## config.mk

```make
export PLATFORM = sky130hd
export DESIGN_NAME = rbm_reset_boot
export DESIGN_NICKNAME = d
export VERILOG_FILES = /design/src/rbm_pkg.sv /design/src/rbm_irq_merge.sv /design/src/rbm_reset_boot.sv
export SDC_FILE = /design/constraint.sdc
export NUM_CORES = 1
export LEC_CHECK = 0
export BUFFER_PORTS_ARGS = -buffer_cell sky130_fd_sc_hd__buf_2
export CAP_MARGIN = 40
export CORE_MARGIN = 8
export CORE_UTILIZATION = 48
export CTS_CLUSTER_DIAMETER = 30
export CTS_CLUSTER_SIZE = 40
export DETAILED_ROUTE_END_ITERATION = 6
export PLACE_DENSITY = 0.82
export SLEW_MARGIN = 20
export SYNTH_ARGS = -nofsm -noshare
export SYNTH_HDL_FRONTEND = slang
export SYNTH_SLANG_ARGS = --single-unit
```

## constraint.sdc

```tcl
create_clock -name clk_i -period 3.05 [get_ports clk_i]
set_input_delay 0.305 -clock clk_i [delete_from_list [all_inputs] [get_ports clk_i]]
set_output_delay 0.305 -clock clk_i [all_outputs]
set_load 0.005 [all_outputs]
```

## src/rbm_pkg.sv

```systemverilog
// Package with constants for the reset, boot and memory decode block.
package rbm_pkg;
  // Reset stretch after supply good, in instruction clocks.
  localparam int unsigned RESET_STRETCH_CYCLES = 65536;
  // Boot vectors.
  localparam logic [13:0] MONITOR_START_ADDR   = 14'h0800;
  localparam logic [13:0] FLASH_APP_ADDR       = 14'h2200;
  // Program memory decode bounds.
  localparam logic [13:0] PM_RAM_LAST          = 14'h01FF;
  localparam logic [13:0] PM_ROM_FIRST         = 14'h0800;
  localparam logic [13:0] PM_ROM_LAST          = 14'h17FF;
  localparam logic [13:0] FLASH_SEC0_FIRST     = 14'h2000;
  localparam logic [13:0] FLASH_SEC1_FIRST     = 14'h2100;
  localparam logic [13:0] FLASH_SEC2_FIRST     = 14'h2200;
  localparam logic [13:0] FLASH_SEC2_LAST      = 14'h2FFF;
  // Data memory decode bounds.
  localparam logic [13:0] DM_PERIPH_FIRST      = 14'h2000;
  localparam logic [13:0] DM_PERIPH_LAST       = 14'h20FF;
  localparam logic [13:0] DM_RAM_FIRST         = 14'h3800;
  localparam logic [13:0] DM_RAM_LAST          = 14'h39FF;
  // Core control registers.
  localparam logic [13:0] WAIT_STATE_CONTROL_ADDR = 14'h3FFE;
  localparam logic [13:0] SYSTEM_CONTROL_ADDR     = 14'h3FFF;
  localparam logic [15:0] WAIT_STATE_RESET        = 16'hFFFF;
  localparam logic [15:0] SYSTEM_CONTROL_RESET    = 16'h0000;
  localparam int unsigned SERIAL_PORT_SEL_BIT     = 10;
  // Interrupt sources.
  localparam int unsigned CORE_IRQ_COUNT   = 5;
  localparam int unsigned PERIPH_IRQ_COUNT = 11;
  localparam int unsigned IRQ_COUNT        = 16;
  // Sequencer states.
  typedef enum logic [3:0] {
    ST_RESET   = 4'h1,
    ST_MONITOR = 4'h2,
    ST_FLASH   = 4'h4,
    ST_EXTBOOT = 4'h8
  } rbm_state_t;
endpackage : rbm_pkg

```

## src/rbm_irq_merge.sv

```systemverilog
// Interrupt masking, peripheral merge and fixed priority resolution.
`timescale 1ns/10ps
module rbm_irq_merge #(
  parameter int unsigned CORE_N   = 5,
  parameter int unsigned PERIPH_N = 11
) (
  input  wire logic                       clk_i,
  input  wire logic                       reset_n_i,
  input  wire logic                       sync_clear_i,
  input  wire logic [CORE_N-1:0]          core_irq_i,
  input  wire logic [PERIPH_N-1:0]        periph_irq_i,
  input  wire logic [CORE_N+PERIPH_N-1:0] irq_mask_i,
  output logic                            peripheral_irq_line_o,
  output logic                            irq_valid_o,
  output logic [4:0]                      irq_id_o
);
  localparam int unsigned N = CORE_N + PERIPH_N;
  logic [N-1:0] pending;
  logic         next_line;
  logic         next_valid;
  logic [4:0]   next_id;

  // Lowest index wins; masked sources never reach the core.
  always_comb begin
    pending    = {periph_irq_i, core_irq_i} & irq_mask_i;
    next_line  = |pending[N-1:CORE_N];
    next_valid = |pending;
    next_id    = 5'h00;
    for (int i = N - 1; i >= 0; i--) begin
      if (pending[i]) begin
        next_id = 5'(i);
      end
    end
  end

  // Registered so the core sees a glitch-free request.
  always_ff @(posedge clk_i or negedge reset_n_i) begin
    if (!reset_n_i) begin
      peripheral_irq_line_o <= 1'b0;
      irq_valid_o           <= 1'b0;
      irq_id_o              <= 5'h00;
    end else if (sync_clear_i) begin
      peripheral_irq_line_o <= 1'b0;
      irq_valid_o           <= 1'b0;
      irq_id_o              <= 5'h00;
    end else begin
      peripheral_irq_line_o <= next_line;
      irq_valid_o           <= next_valid;
      irq_id_o              <= next_id;
    end
  end
endmodule : rbm_irq_merge

```

## src/rbm_reset_boot.sv

```systemverilog
// Reset stretcher, boot sequencer, memory decoder and core control registers.
// How it works
// - After supply good, reset holds for 65536 more instruction clocks.
// - External reset pin low at any time restarts full hardware reset.
// - Reset empties stacks, masks interrupts, clears mode status, resets peripherals.
// - Fetch starts at internal ROM address 0x0800 after reset.
// - Boot-from-flash code set makes the monitor jump to 0x2200.
// - Code clear makes the monitor try an external boot.
// - Code set blocks the external programmer and debugger.
// - Flash decodes as sectors of 256, 256 and 3584 words.
// - Peripheral registers at data 0x2000-0x20FF, user RAM at 0x3800-0x39FF.
// - Sixteen sources; eleven peripheral requests merge onto one core line.
// - Fixed priority and a separate mask for each source.
// - System control bit 10 selects serial port versus flags and interrupts.
// - Wait-state control register resets to 0xFFFF.
// - Four nonvolatile user bytes, reading zero after erase.
// - All timing runs at the doubled instruction clock rate.
`timescale 1ns/10ps
module rbm_reset_boot #(
  parameter int unsigned STRETCH_CYCLES = rbm_pkg::RESET_STRETCH_CYCLES,
  parameter int unsigned CORE_N         = rbm_pkg::CORE_IRQ_COUNT,
  parameter int unsigned PERIPH_N       = rbm_pkg::PERIPH_IRQ_COUNT
) (
  input  wire logic                       clk_i,
  input  wire logic                       reset_n_i,
  input  wire logic                       ext_reset_n_i,
  input  wire logic                       supply_good_i,
  input  wire logic                       boot_from_flash_i,
  input  wire logic                       ext_boot_done_i,
  input  wire logic                       debug_req_i,
  input  wire logic [7:0]                 nv_byte0_i,
  input  wire logic [7:0]                 nv_byte1_i,
  input  wire logic [7:0]                 nv_byte2_i,
  input  wire logic [7:0]                 nv_byte3_i,
  input  wire logic [13:0]                pm_addr_i,
  input  wire logic [13:0]                dm_addr_i,
  input  wire logic                       dm_wr_i,
  input  wire logic                       dm_rd_i,
  input  wire logic [15:0]                dm_wdata_i,
  input  wire logic [CORE_N-1:0]          core_irq_i,
  input  wire logic [PERIPH_N-1:0]        periph_irq_i,
  input  wire logic [CORE_N+PERIPH_N-1:0] irq_mask_i,
  output logic                            sys_reset_o,
  output logic                            stack_clear_o,
  output logic                            mode_status_clear_o,
  output logic                            irq_mask_force_o,
  output logic                            fetch_load_o,
  output logic [13:0]                     fetch_addr_o,
  output logic                            ext_boot_req_o,
  output logic                            debug_grant_o,
  output logic                            instruction_clock_out_o,
  output logic                            pm_ram_sel_o,
  output logic                            pm_rom_sel_o,
  output logic [2:0]                      flash_sector_sel_o,
  output logic [11:0]                     flash_word_o,
  output logic                            dm_periph_sel_o,
  output logic                            dm_ram_sel_o,
  output logic [15:0]                     dm_rdata_o,
  output logic                            sport_as_serial_o,
  output logic [15:0]                     wait_state_control_o,
  output logic [7:0]                      nv_user_byte_o,
  output logic                            peripheral_irq_line_o,
  output logic                            irq_valid_o,
  output logic [4:0]                      irq_id_o
);
  // Counter is wide enough for the full stretch, so the last count is always reachable.
  localparam int unsigned CW = $clog2(STRETCH_CYCLES + 1);
  localparam logic [CW-1:0] STRETCH_LAST = CW'(STRETCH_CYCLES - 1);

  // Window test shared by every decoder except the program RAM select.
  // Both bounds are inclusive, matching how the memory map lists its ranges.
  function automatic logic in_range(input logic [13:0] a, input logic [13:0] lo, input logic [13:0] hi);
    in_range = (a >= lo) && (a <= hi);
  endfunction : in_range

  // Stretch counter and reset sequencer state.
  // The counter only ever counts up, so one compare marks the end of the stretch.
  logic [CW-1:0]        cnt;
  logic [CW-1:0]        next_cnt;
  logic                 held;
  logic                 next_held;
  rbm_pkg::rbm_state_t  state;
  rbm_pkg::rbm_state_t  next_state;
  logic                 next_fetch_load;
  logic [13:0]          next_fetch_addr;
  logic                 next_ext_boot;
  logic                 next_debug;
  logic                 reset_cause;
  logic                 release_pulse;

  // Both reset sources are sampled on this clock, so release is synchronous.
  // The count freezes at its last value once released, so it cannot wrap into a new reset.
  always_comb begin
    reset_cause   = !ext_reset_n_i || !supply_good_i;
    next_cnt      = cnt;
    next_held     = held;
    release_pulse = 1'b0;
    if (reset_cause) begin
      next_cnt  = '0;
      next_held = 1'b1;
    end else if (held) begin
      if (cnt == STRETCH_LAST) begin
        next_held     = 1'b0;
        release_pulse = 1'b1;
      end else begin
        next_cnt = cnt + CW'(1);
      end
    end
  end

  // The test reset only parks the counter; the functional stretch still runs afterwards.
  // That way a supply that is already good still sees the full hold time.
  always_ff @(posedge clk_i or negedge reset_n_i) begin
    if (!reset_n_i) begin
      cnt  <= '0;
      held <= 1'b1;
    end else begin
      cnt  <= next_cnt;
      held <= next_held;
    end
  end

  // Boot sequencer stands in for the monitor's branch decision.
  // It models only the branch, not the monitor's own instruction stream.
  always_comb begin
    next_state      = state;
    next_fetch_load = 1'b0;
    next_fetch_addr = fetch_addr_o;
    next_ext_boot   = 1'b0;
    next_debug      = 1'b0;
    unique case (state)
      // Wait here until the stretch counter lets go.
      rbm_pkg::ST_RESET: begin
        if (release_pulse) begin
          next_state      = rbm_pkg::ST_MONITOR;
          next_fetch_load = 1'b1;
          next_fetch_addr = rbm_pkg::MONITOR_START_ADDR;
        end
      end
      // The boot code is sampled once, on the first cycle after release.
      rbm_pkg::ST_MONITOR: begin
        next_fetch_load = 1'b1;
        if (boot_from_flash_i) begin
          next_state      = rbm_pkg::ST_FLASH;
          next_fetch_addr = rbm_pkg::FLASH_APP_ADDR;
        end else begin
          next_state      = rbm_pkg::ST_EXTBOOT;
          next_fetch_load = 1'b0;
          next_ext_boot   = 1'b1;
        end
      end
      // The application runs from flash; the debugger stays locked out.
      rbm_pkg::ST_FLASH: begin
        next_debug = 1'b0;
      end
      // Stays here until the next reset; the request drops once the loader reports completion.
      rbm_pkg::ST_EXTBOOT: begin
        next_ext_boot = !ext_boot_done_i;
        next_debug    = debug_req_i && !boot_from_flash_i;
      end
      // A corrupted one-hot code falls back to reset instead of hanging.
      default: begin
        next_state = rbm_pkg::ST_RESET;
      end
    endcase
    // Uses the next hold level, so the release edge itself can leave the reset state.
    if (next_held) begin
      next_state      = rbm_pkg::ST_RESET;
      next_fetch_load = 1'b0;
      next_ext_boot   = 1'b0;
      next_debug      = 1'b0;
    end
  end

  // Boot outputs are registered so the fetch unit sees clean one-cycle loads.
  always_ff @(posedge clk_i or negedge reset_n_i) begin
    if (!reset_n_i) begin
      state         <= rbm_pkg::ST_RESET;
      fetch_load_o  <= 1'b0;
      fetch_addr_o  <= rbm_pkg::MONITOR_START_ADDR;
      ext_boot_req_o <= 1'b0;
      debug_grant_o <= 1'b0;
    end else begin
      state         <= next_state;
      fetch_load_o  <= next_fetch_load;
      fetch_addr_o  <= next_fetch_addr;
      ext_boot_req_o <= next_ext_boot;
      debug_grant_o <= next_debug;
    end
  end

  // One reset level drives every core and peripheral clear.
  // They share one flip-flop, so no clear can lag the others by a cycle.
  assign sys_reset_o         = held;
  assign stack_clear_o       = held;
  assign mode_status_clear_o = held;
  assign irq_mask_force_o    = held;

  // The clock is already the doubled rate, so the output simply follows it.
  // No multiplier is kept here: a half-rate input must be doubled before this block.
  assign instruction_clock_out_o = clk_i;

  // Core control registers, writable only when the core runs.
  logic [15:0] system_control;
  logic [15:0] next_system_control;
  logic [15:0] next_wait_state;
  logic [15:0] next_rdata;
  logic        sc_hit;
  logic        ws_hit;

  // Address matches are shared by the write and read paths.
  assign sc_hit = dm_addr_i == rbm_pkg::SYSTEM_CONTROL_ADDR;
  assign ws_hit = dm_addr_i == rbm_pkg::WAIT_STATE_CONTROL_ADDR;

  // Writes that arrive while the core is held are dropped; software reloads after reset.
  always_comb begin
    next_system_control = system_control;
    next_wait_state     = wait_state_control_o;
    next_rdata          = dm_rdata_o;
    if (held) begin
      next_system_control = rbm_pkg::SYSTEM_CONTROL_RESET;
      next_wait_state     = rbm_pkg::WAIT_STATE_RESET;
      next_rdata          = 16'h0000;
    end else begin
      if (dm_wr_i && sc_hit) begin
        next_system_control = dm_wdata_i;
      end
      if (dm_wr_i && ws_hit) begin
        next_wait_state = dm_wdata_i;
      end
      if (dm_rd_i) begin
        if (sc_hit) begin
          next_rdata = system_control;
        end else if (ws_hit) begin
          next_rdata = wait_state_control_o;
        end else begin
          next_rdata = 16'h0000;
        end
      end
    end
  end

  // Control registers and read data share the test reset.
  always_ff @(posedge clk_i or negedge reset_n_i) begin
    if (!reset_n_i) begin
      system_control       <= rbm_pkg::SYSTEM_CONTROL_RESET;
      wait_state_control_o <= rbm_pkg::WAIT_STATE_RESET;
      dm_rdata_o           <= 16'h0000;
    end else begin
      system_control       <= next_system_control;
      wait_state_control_o <= next_wait_state;
      dm_rdata_o           <= next_rdata;
    end
  end

  // The pin mode follows the stored bit directly, with no extra delay.
  assign sport_as_serial_o = system_control[rbm_pkg::SERIAL_PORT_SEL_BIT];

  // Address decoders are pure combinational selects.
  // The flash word offset is meaningful only while a sector select is high.
  always_comb begin
    pm_ram_sel_o          = pm_addr_i <= rbm_pkg::PM_RAM_LAST;
    pm_rom_sel_o          = in_range(pm_addr_i, rbm_pkg::PM_ROM_FIRST, rbm_pkg::PM_ROM_LAST);
    flash_sector_sel_o[0] = in_range(pm_addr_i, rbm_pkg::FLASH_SEC0_FIRST, rbm_pkg::FLASH_SEC1_FIRST - 14'h0001);
    flash_sector_sel_o[1] = in_range(pm_addr_i, rbm_pkg::FLASH_SEC1_FIRST, rbm_pkg::FLASH_SEC2_FIRST - 14'h0001);
    flash_sector_sel_o[2] = in_range(pm_addr_i, rbm_pkg::FLASH_SEC2_FIRST, rbm_pkg::FLASH_SEC2_LAST);
    flash_word_o          = 12'(pm_addr_i - rbm_pkg::FLASH_SEC0_FIRST);
    dm_periph_sel_o       = in_range(dm_addr_i, rbm_pkg::DM_PERIPH_FIRST, rbm_pkg::DM_PERIPH_LAST);
    dm_ram_sel_o          = in_range(dm_addr_i, rbm_pkg::DM_RAM_FIRST, rbm_pkg::DM_RAM_LAST);
  end

  // User byte picked by the low address bits; erased bytes arrive as zero.
  // Higher addresses wrap onto the same four bytes, since only two bits are decoded.
  always_comb begin
    unique case (dm_addr_i[1:0])
      2'h0: nv_user_byte_o = nv_byte0_i;
      2'h1: nv_user_byte_o = nv_byte1_i;
      2'h2: nv_user_byte_o = nv_byte2_i;
      2'h3: nv_user_byte_o = nv_byte3_i;
    endcase
  end

  // Interrupt merge is held quiet through reset.
  // Clearing on the hold level keeps a stale request from firing at boot.
  rbm_irq_merge #(
    .CORE_N   (CORE_N),
    .PERIPH_N (PERIPH_N)
  ) u_irq (
    .clk_i                 (clk_i),
    .reset_n_i             (reset_n_i),
    .sync_clear_i          (held),
    .core_irq_i            (core_irq_i),
    .periph_irq_i          (periph_irq_i),
    .irq_mask_i            (irq_mask_i),
    .peripheral_irq_line_o (peripheral_irq_line_o),
    .irq_valid_o           (irq_valid_o),
    .irq_id_o              (irq_id_o)
  );
endmodule : rbm_reset_boot

```

==> impl_metrics.tcl <==
set metrics [dict create \
    async_flop_share 1.00 \
    slew_headroom 0.536 \
    crit_path_start "cnt[0]$_DFFE_PN0P_" \
    critPathKind "reg2reg" \
    row_count 35 \
    synth_ff_type "dfrtp_1" \
    die_height_um 113 \
    grt_antenna_before_repair 0 \
    num_vias 4245 \
    min_path_type "in2reg" \
    post-dp-hpwl_mm 9.92 \
    grt_pass1_wl_mm 21.5 \
    dp_slack_ns 0.513 \
    postLayoutCoreUtil 0.611 \
    areaGrowthSynthToFinish_pct 24.0 \
    holdWs_ns 0.0459 \
    start_util 0.493 \
    post_dp_cell_area_mm2 0.00537 \
    reg2reg_from "cnt[0]$_DFFE_PN0P_" \
    io_pins 206 \
    end_kind "flip-flop" \
    dieArea_mm2 0.0128 \
    drc 0 \
    tritoncts "built" \
    min_period_ns 2.58 \
    cp_max_fo 8 \
    grt_start_max_net_pins 57 \
    max_cap_viol_count 0 \
    clock.fmax_mhz 387 \
    irDropWorstVdd_v 0.000307 \
    worstPathRequired_ns 3.43 \
    ant_nets 0 \
    startpoint_type "flip-flop" \
    gr-usage-all-layers 0.207 \
    grt-ovfl-total 0 \
    portBuffers 177 \
    worst_slew_pin_slew_ns 0.697 \
    rsz0062_at_grt "no" \
    ys_warn_count 0 \
    setup_violations 0 \
    skew_ns 0.0129 \
    core_area_mm2 0.00920 \
    synth_edf_count 0 \
    grt_pass1_vias 4214 \
    hp-start "boot_from_flash_i" \
    maxSlewViolCount 0 \
    ys_ff_latch 81 \
    tns_ns 0 \
    routed_via_density 5.87 \
    synthCells 453 \
    syn_avg_cell_area_um2 10.0 \
    finalWirelength_mm 13.4 \
    clk_pin_slew_ns 0.09 \
    ys_types 56 \
    p_per_area_mw_per_mm2 397 \
    drt-initial-drc-count 272 \
    synthesis.area_mm2 0.00454 \
    fin_ws_ns 0.469 \
    die_x_um 113 \
    critPathArrivalTime_ns 2.96 \
    hold_viol 0 \
    final_area_mm2 0.00562 \
    fin_crit_sh 0.846 \
    wl_per_cell_um 18.5 \
    outcome "finished, final reports clean" \
    post_cts_buffers 0 \
    gp_routability_congestion 0.859 \
    first_pass_iters 5 \
    drive_gt1_frac 0.418 \
    worst_skew_pair.late_latency_ns 0.45 \
    nets 726 \
    num_antenna_cells 0 \
    ys_seq_area_frac 0.452 \
    power_leakage_nw 2.68 \
]
==> synthesized netlist by cell type, types with 3 or more instances <==
library cell | number | area share
and2_1 | 19 | 0.026
a2111oi_0 | 3 | 0.0058
or4_1 | 4 | 0.0066
a21oi_1 | 24 | 0.026
nand3_1 | 25 | 0.028
buf_2 | 5 | 0.0055
a22oi_1 | 5 | 0.0083
o31ai_1 | 17 | 0.028
nor3_1 | 7 | 0.0077
inv_1 | 13 | 0.011
a221o_1 | 16 | 0.035
o21ai_0 | 12 | 0.013
dfrtp_1 | 62 | 0.34
xor2_1 | 3 | 0.0058
nand2_1 | 40 | 0.033
nand2b_1 | 4 | 0.0055
nand4_1 | 4 | 0.0055
a31oi_1 | 5 | 0.0069
a22o_1 | 3 | 0.0058
dfstp_2 | 19 | 0.11
xnor2_1 | 8 | 0.015
clkbuf_1 | 21 | 0.017
nand4b_1 | 16 | 0.031
or3_1 | 4 | 0.0055
o211ai_1 | 3 | 0.0050
mux4_2 | 8 | 0.040
a31o_2 | 16 | 0.031
buf_4 | 30 | 0.050
nor2_1 | 21 | 0.017
==> per-layer routing <==
layer | global-route usage | share of wire | vias to the layer above
met3 | 0.0618 | 0.066 | 19
met1 | 0.254 | 0.41 | 2094
met2 | 0.338 | 0.51 | 165
li1 | - | - | 1967
met4 | 0.0693 | 0.015 | 0
met5 | 0 | 0 | -
==> final cells by class <==
cell class / count / area, um^2
multi-input combinational: 311 / 2150
sequential: 81 / 2050
timing repair buffer: 187 / 988
clock buffer: 14 / 174
inverter: 13 / 48.8
fill: 759 / 3570
tap: 111 / 139
clock inverter: 6 / 75.1
==> cells by family (layout without fill, tap and decap cells) <==
group,Yosys count,after routing,share of synthesized area
flip-flops,81,81,0.452
XOR/XNOR,11,11,0.0212
AO/OA/AOI/OAI,116,116,0.190
AND/OR/NAND/NOR,162,162,0.203
adder cells (fa/ha/maj),2,2,0.00552
other,1,12,0.000827
buffers and inverters,72,220,0.0875
multiplexers,8,8,0.0397
==> state kept, by name, indices dropped and copies added, names as in the netlist <==
signal / flops
state: 4
fetch_load_o: 1
irq_mask_force_o: 1
fetch_addr_o: 2
ext_boot_req_o: 1
debug_grant_o: 1
cnt: 17
u_irq.irq_valid_o: 1
dm_rdata_o: 16
u_irq.irq_id_o: 4
system_control: 16
u_irq.peripheral_irq_line_o: 1
wait_state_control_o: 16
==> path summary, 6_finish.rpt <==
path | endpoint | slack, ns | cells after the start
worst min-delay path | debug_grant_o$_DFF_PN0_ | 0.05 | 2
max in group asynchronous | wait_state_control_o[0]$_DFFE_PN1P_ | 2.09 | 3
min in group asynchronous | dm_rdata_o[1]$_DFFE_PN0P_ | 0.30 | 2
worst max register to register | cnt[12]$_DFFE_PN0P_ | 0.47 | 9
worst max-delay path | cnt[12]$_DFFE_PN0P_ | 0.47 | 9
worst min register to register | fetch_addr_o[11]$_DFFE_PN1P_ | 0.50 | 2
==> power by group <==
part,switching [W],internal [W]
logic,0.000126,0.000107
registers,0.00000209,0.00108
clock network,0.000434,0.000484
==> cells in the final DEF (no fill, tap or decap), types with 2 or more instances in the layout <==
| master | netlist | routed |
|---|---|---|
| a2111oi_0 | 3 | 3 |
| or4_1 | 4 | 4 |
| clkbuf_8 | 0 | 12 |
| nor2_1 | 21 | 21 |
| dfstp_2 | 19 | 19 |
| a22oi_1 | 5 | 5 |
| inv_1 | 13 | 13 |
| dfrtp_1 | 62 | 62 |
| nand4b_1 | 16 | 16 |
| conb_1 | 1 | 12 |
| a31o_2 | 16 | 16 |
| xor2_1 | 3 | 3 |
| buf_2 | 5 | 176 |
| mux4_2 | 8 | 8 |
| nand2b_1 | 4 | 4 |
| a31oi_1 | 5 | 5 |
| a221o_1 | 16 | 16 |
| a32oi_1 | 2 | 2 |
| nand3_1 | 25 | 25 |
| nor4_1 | 2 | 2 |
| a21oi_1 | 24 | 24 |
| a22o_1 | 3 | 3 |
| nor4_4 | 0 | 2 |
| nor3_1 | 7 | 7 |
| o21ai_0 | 12 | 12 |
| buf_4 | 30 | 10 |
| or4b_2 | 2 | 2 |
| or3_1 | 4 | 4 |
| or2_2 | 2 | 2 |
| o211ai_1 | 3 | 3 |
| o31ai_1 | 17 | 17 |
| inv_6 | 0 | 2 |
| nor3b_1 | 2 | 2 |
| and2_1 | 19 | 19 |
| nand2_1 | 40 | 40 |
| nand4_1 | 4 | 4 |
| xnor2_1 | 8 | 8 |
| ha_1 | 2 | 2 |
| a2111o_1 | 2 | 2 |
==> repair_timing <==
| item | 4_1_cts | 5_1_grt |
|---|---|---|
| hold buffers | 1 | 0 |
| endpoints found under the hold margin | 20 | 0 |
| gates resized for setup | 0 | 0 |
==> critical path, cell delays in order (launching register included) <==
cell      delay [ns]
dfrtp_1         0.41
ha_1            0.25
nand2_1         0.14
nor4_1          0.05
and2_1          0.16
ha_1            0.21
nand2b_1        0.26
a2111o_1        0.53
or4_1           0.41
nand2_1         0.09
==> through the flow <==
| step | power, W | instances |
|---|---|---|
| global route | 0.00233 | 723 |
| floorplan | 0.00123 | 464 |
| detailed placement | 0.00134 | 703 |
| CTS | 0.00226 | 723 |
| finish | 0.00223 | 723 |
| global placement | 0.00133 | 701 |
Power figures use the tool's default switching activity.
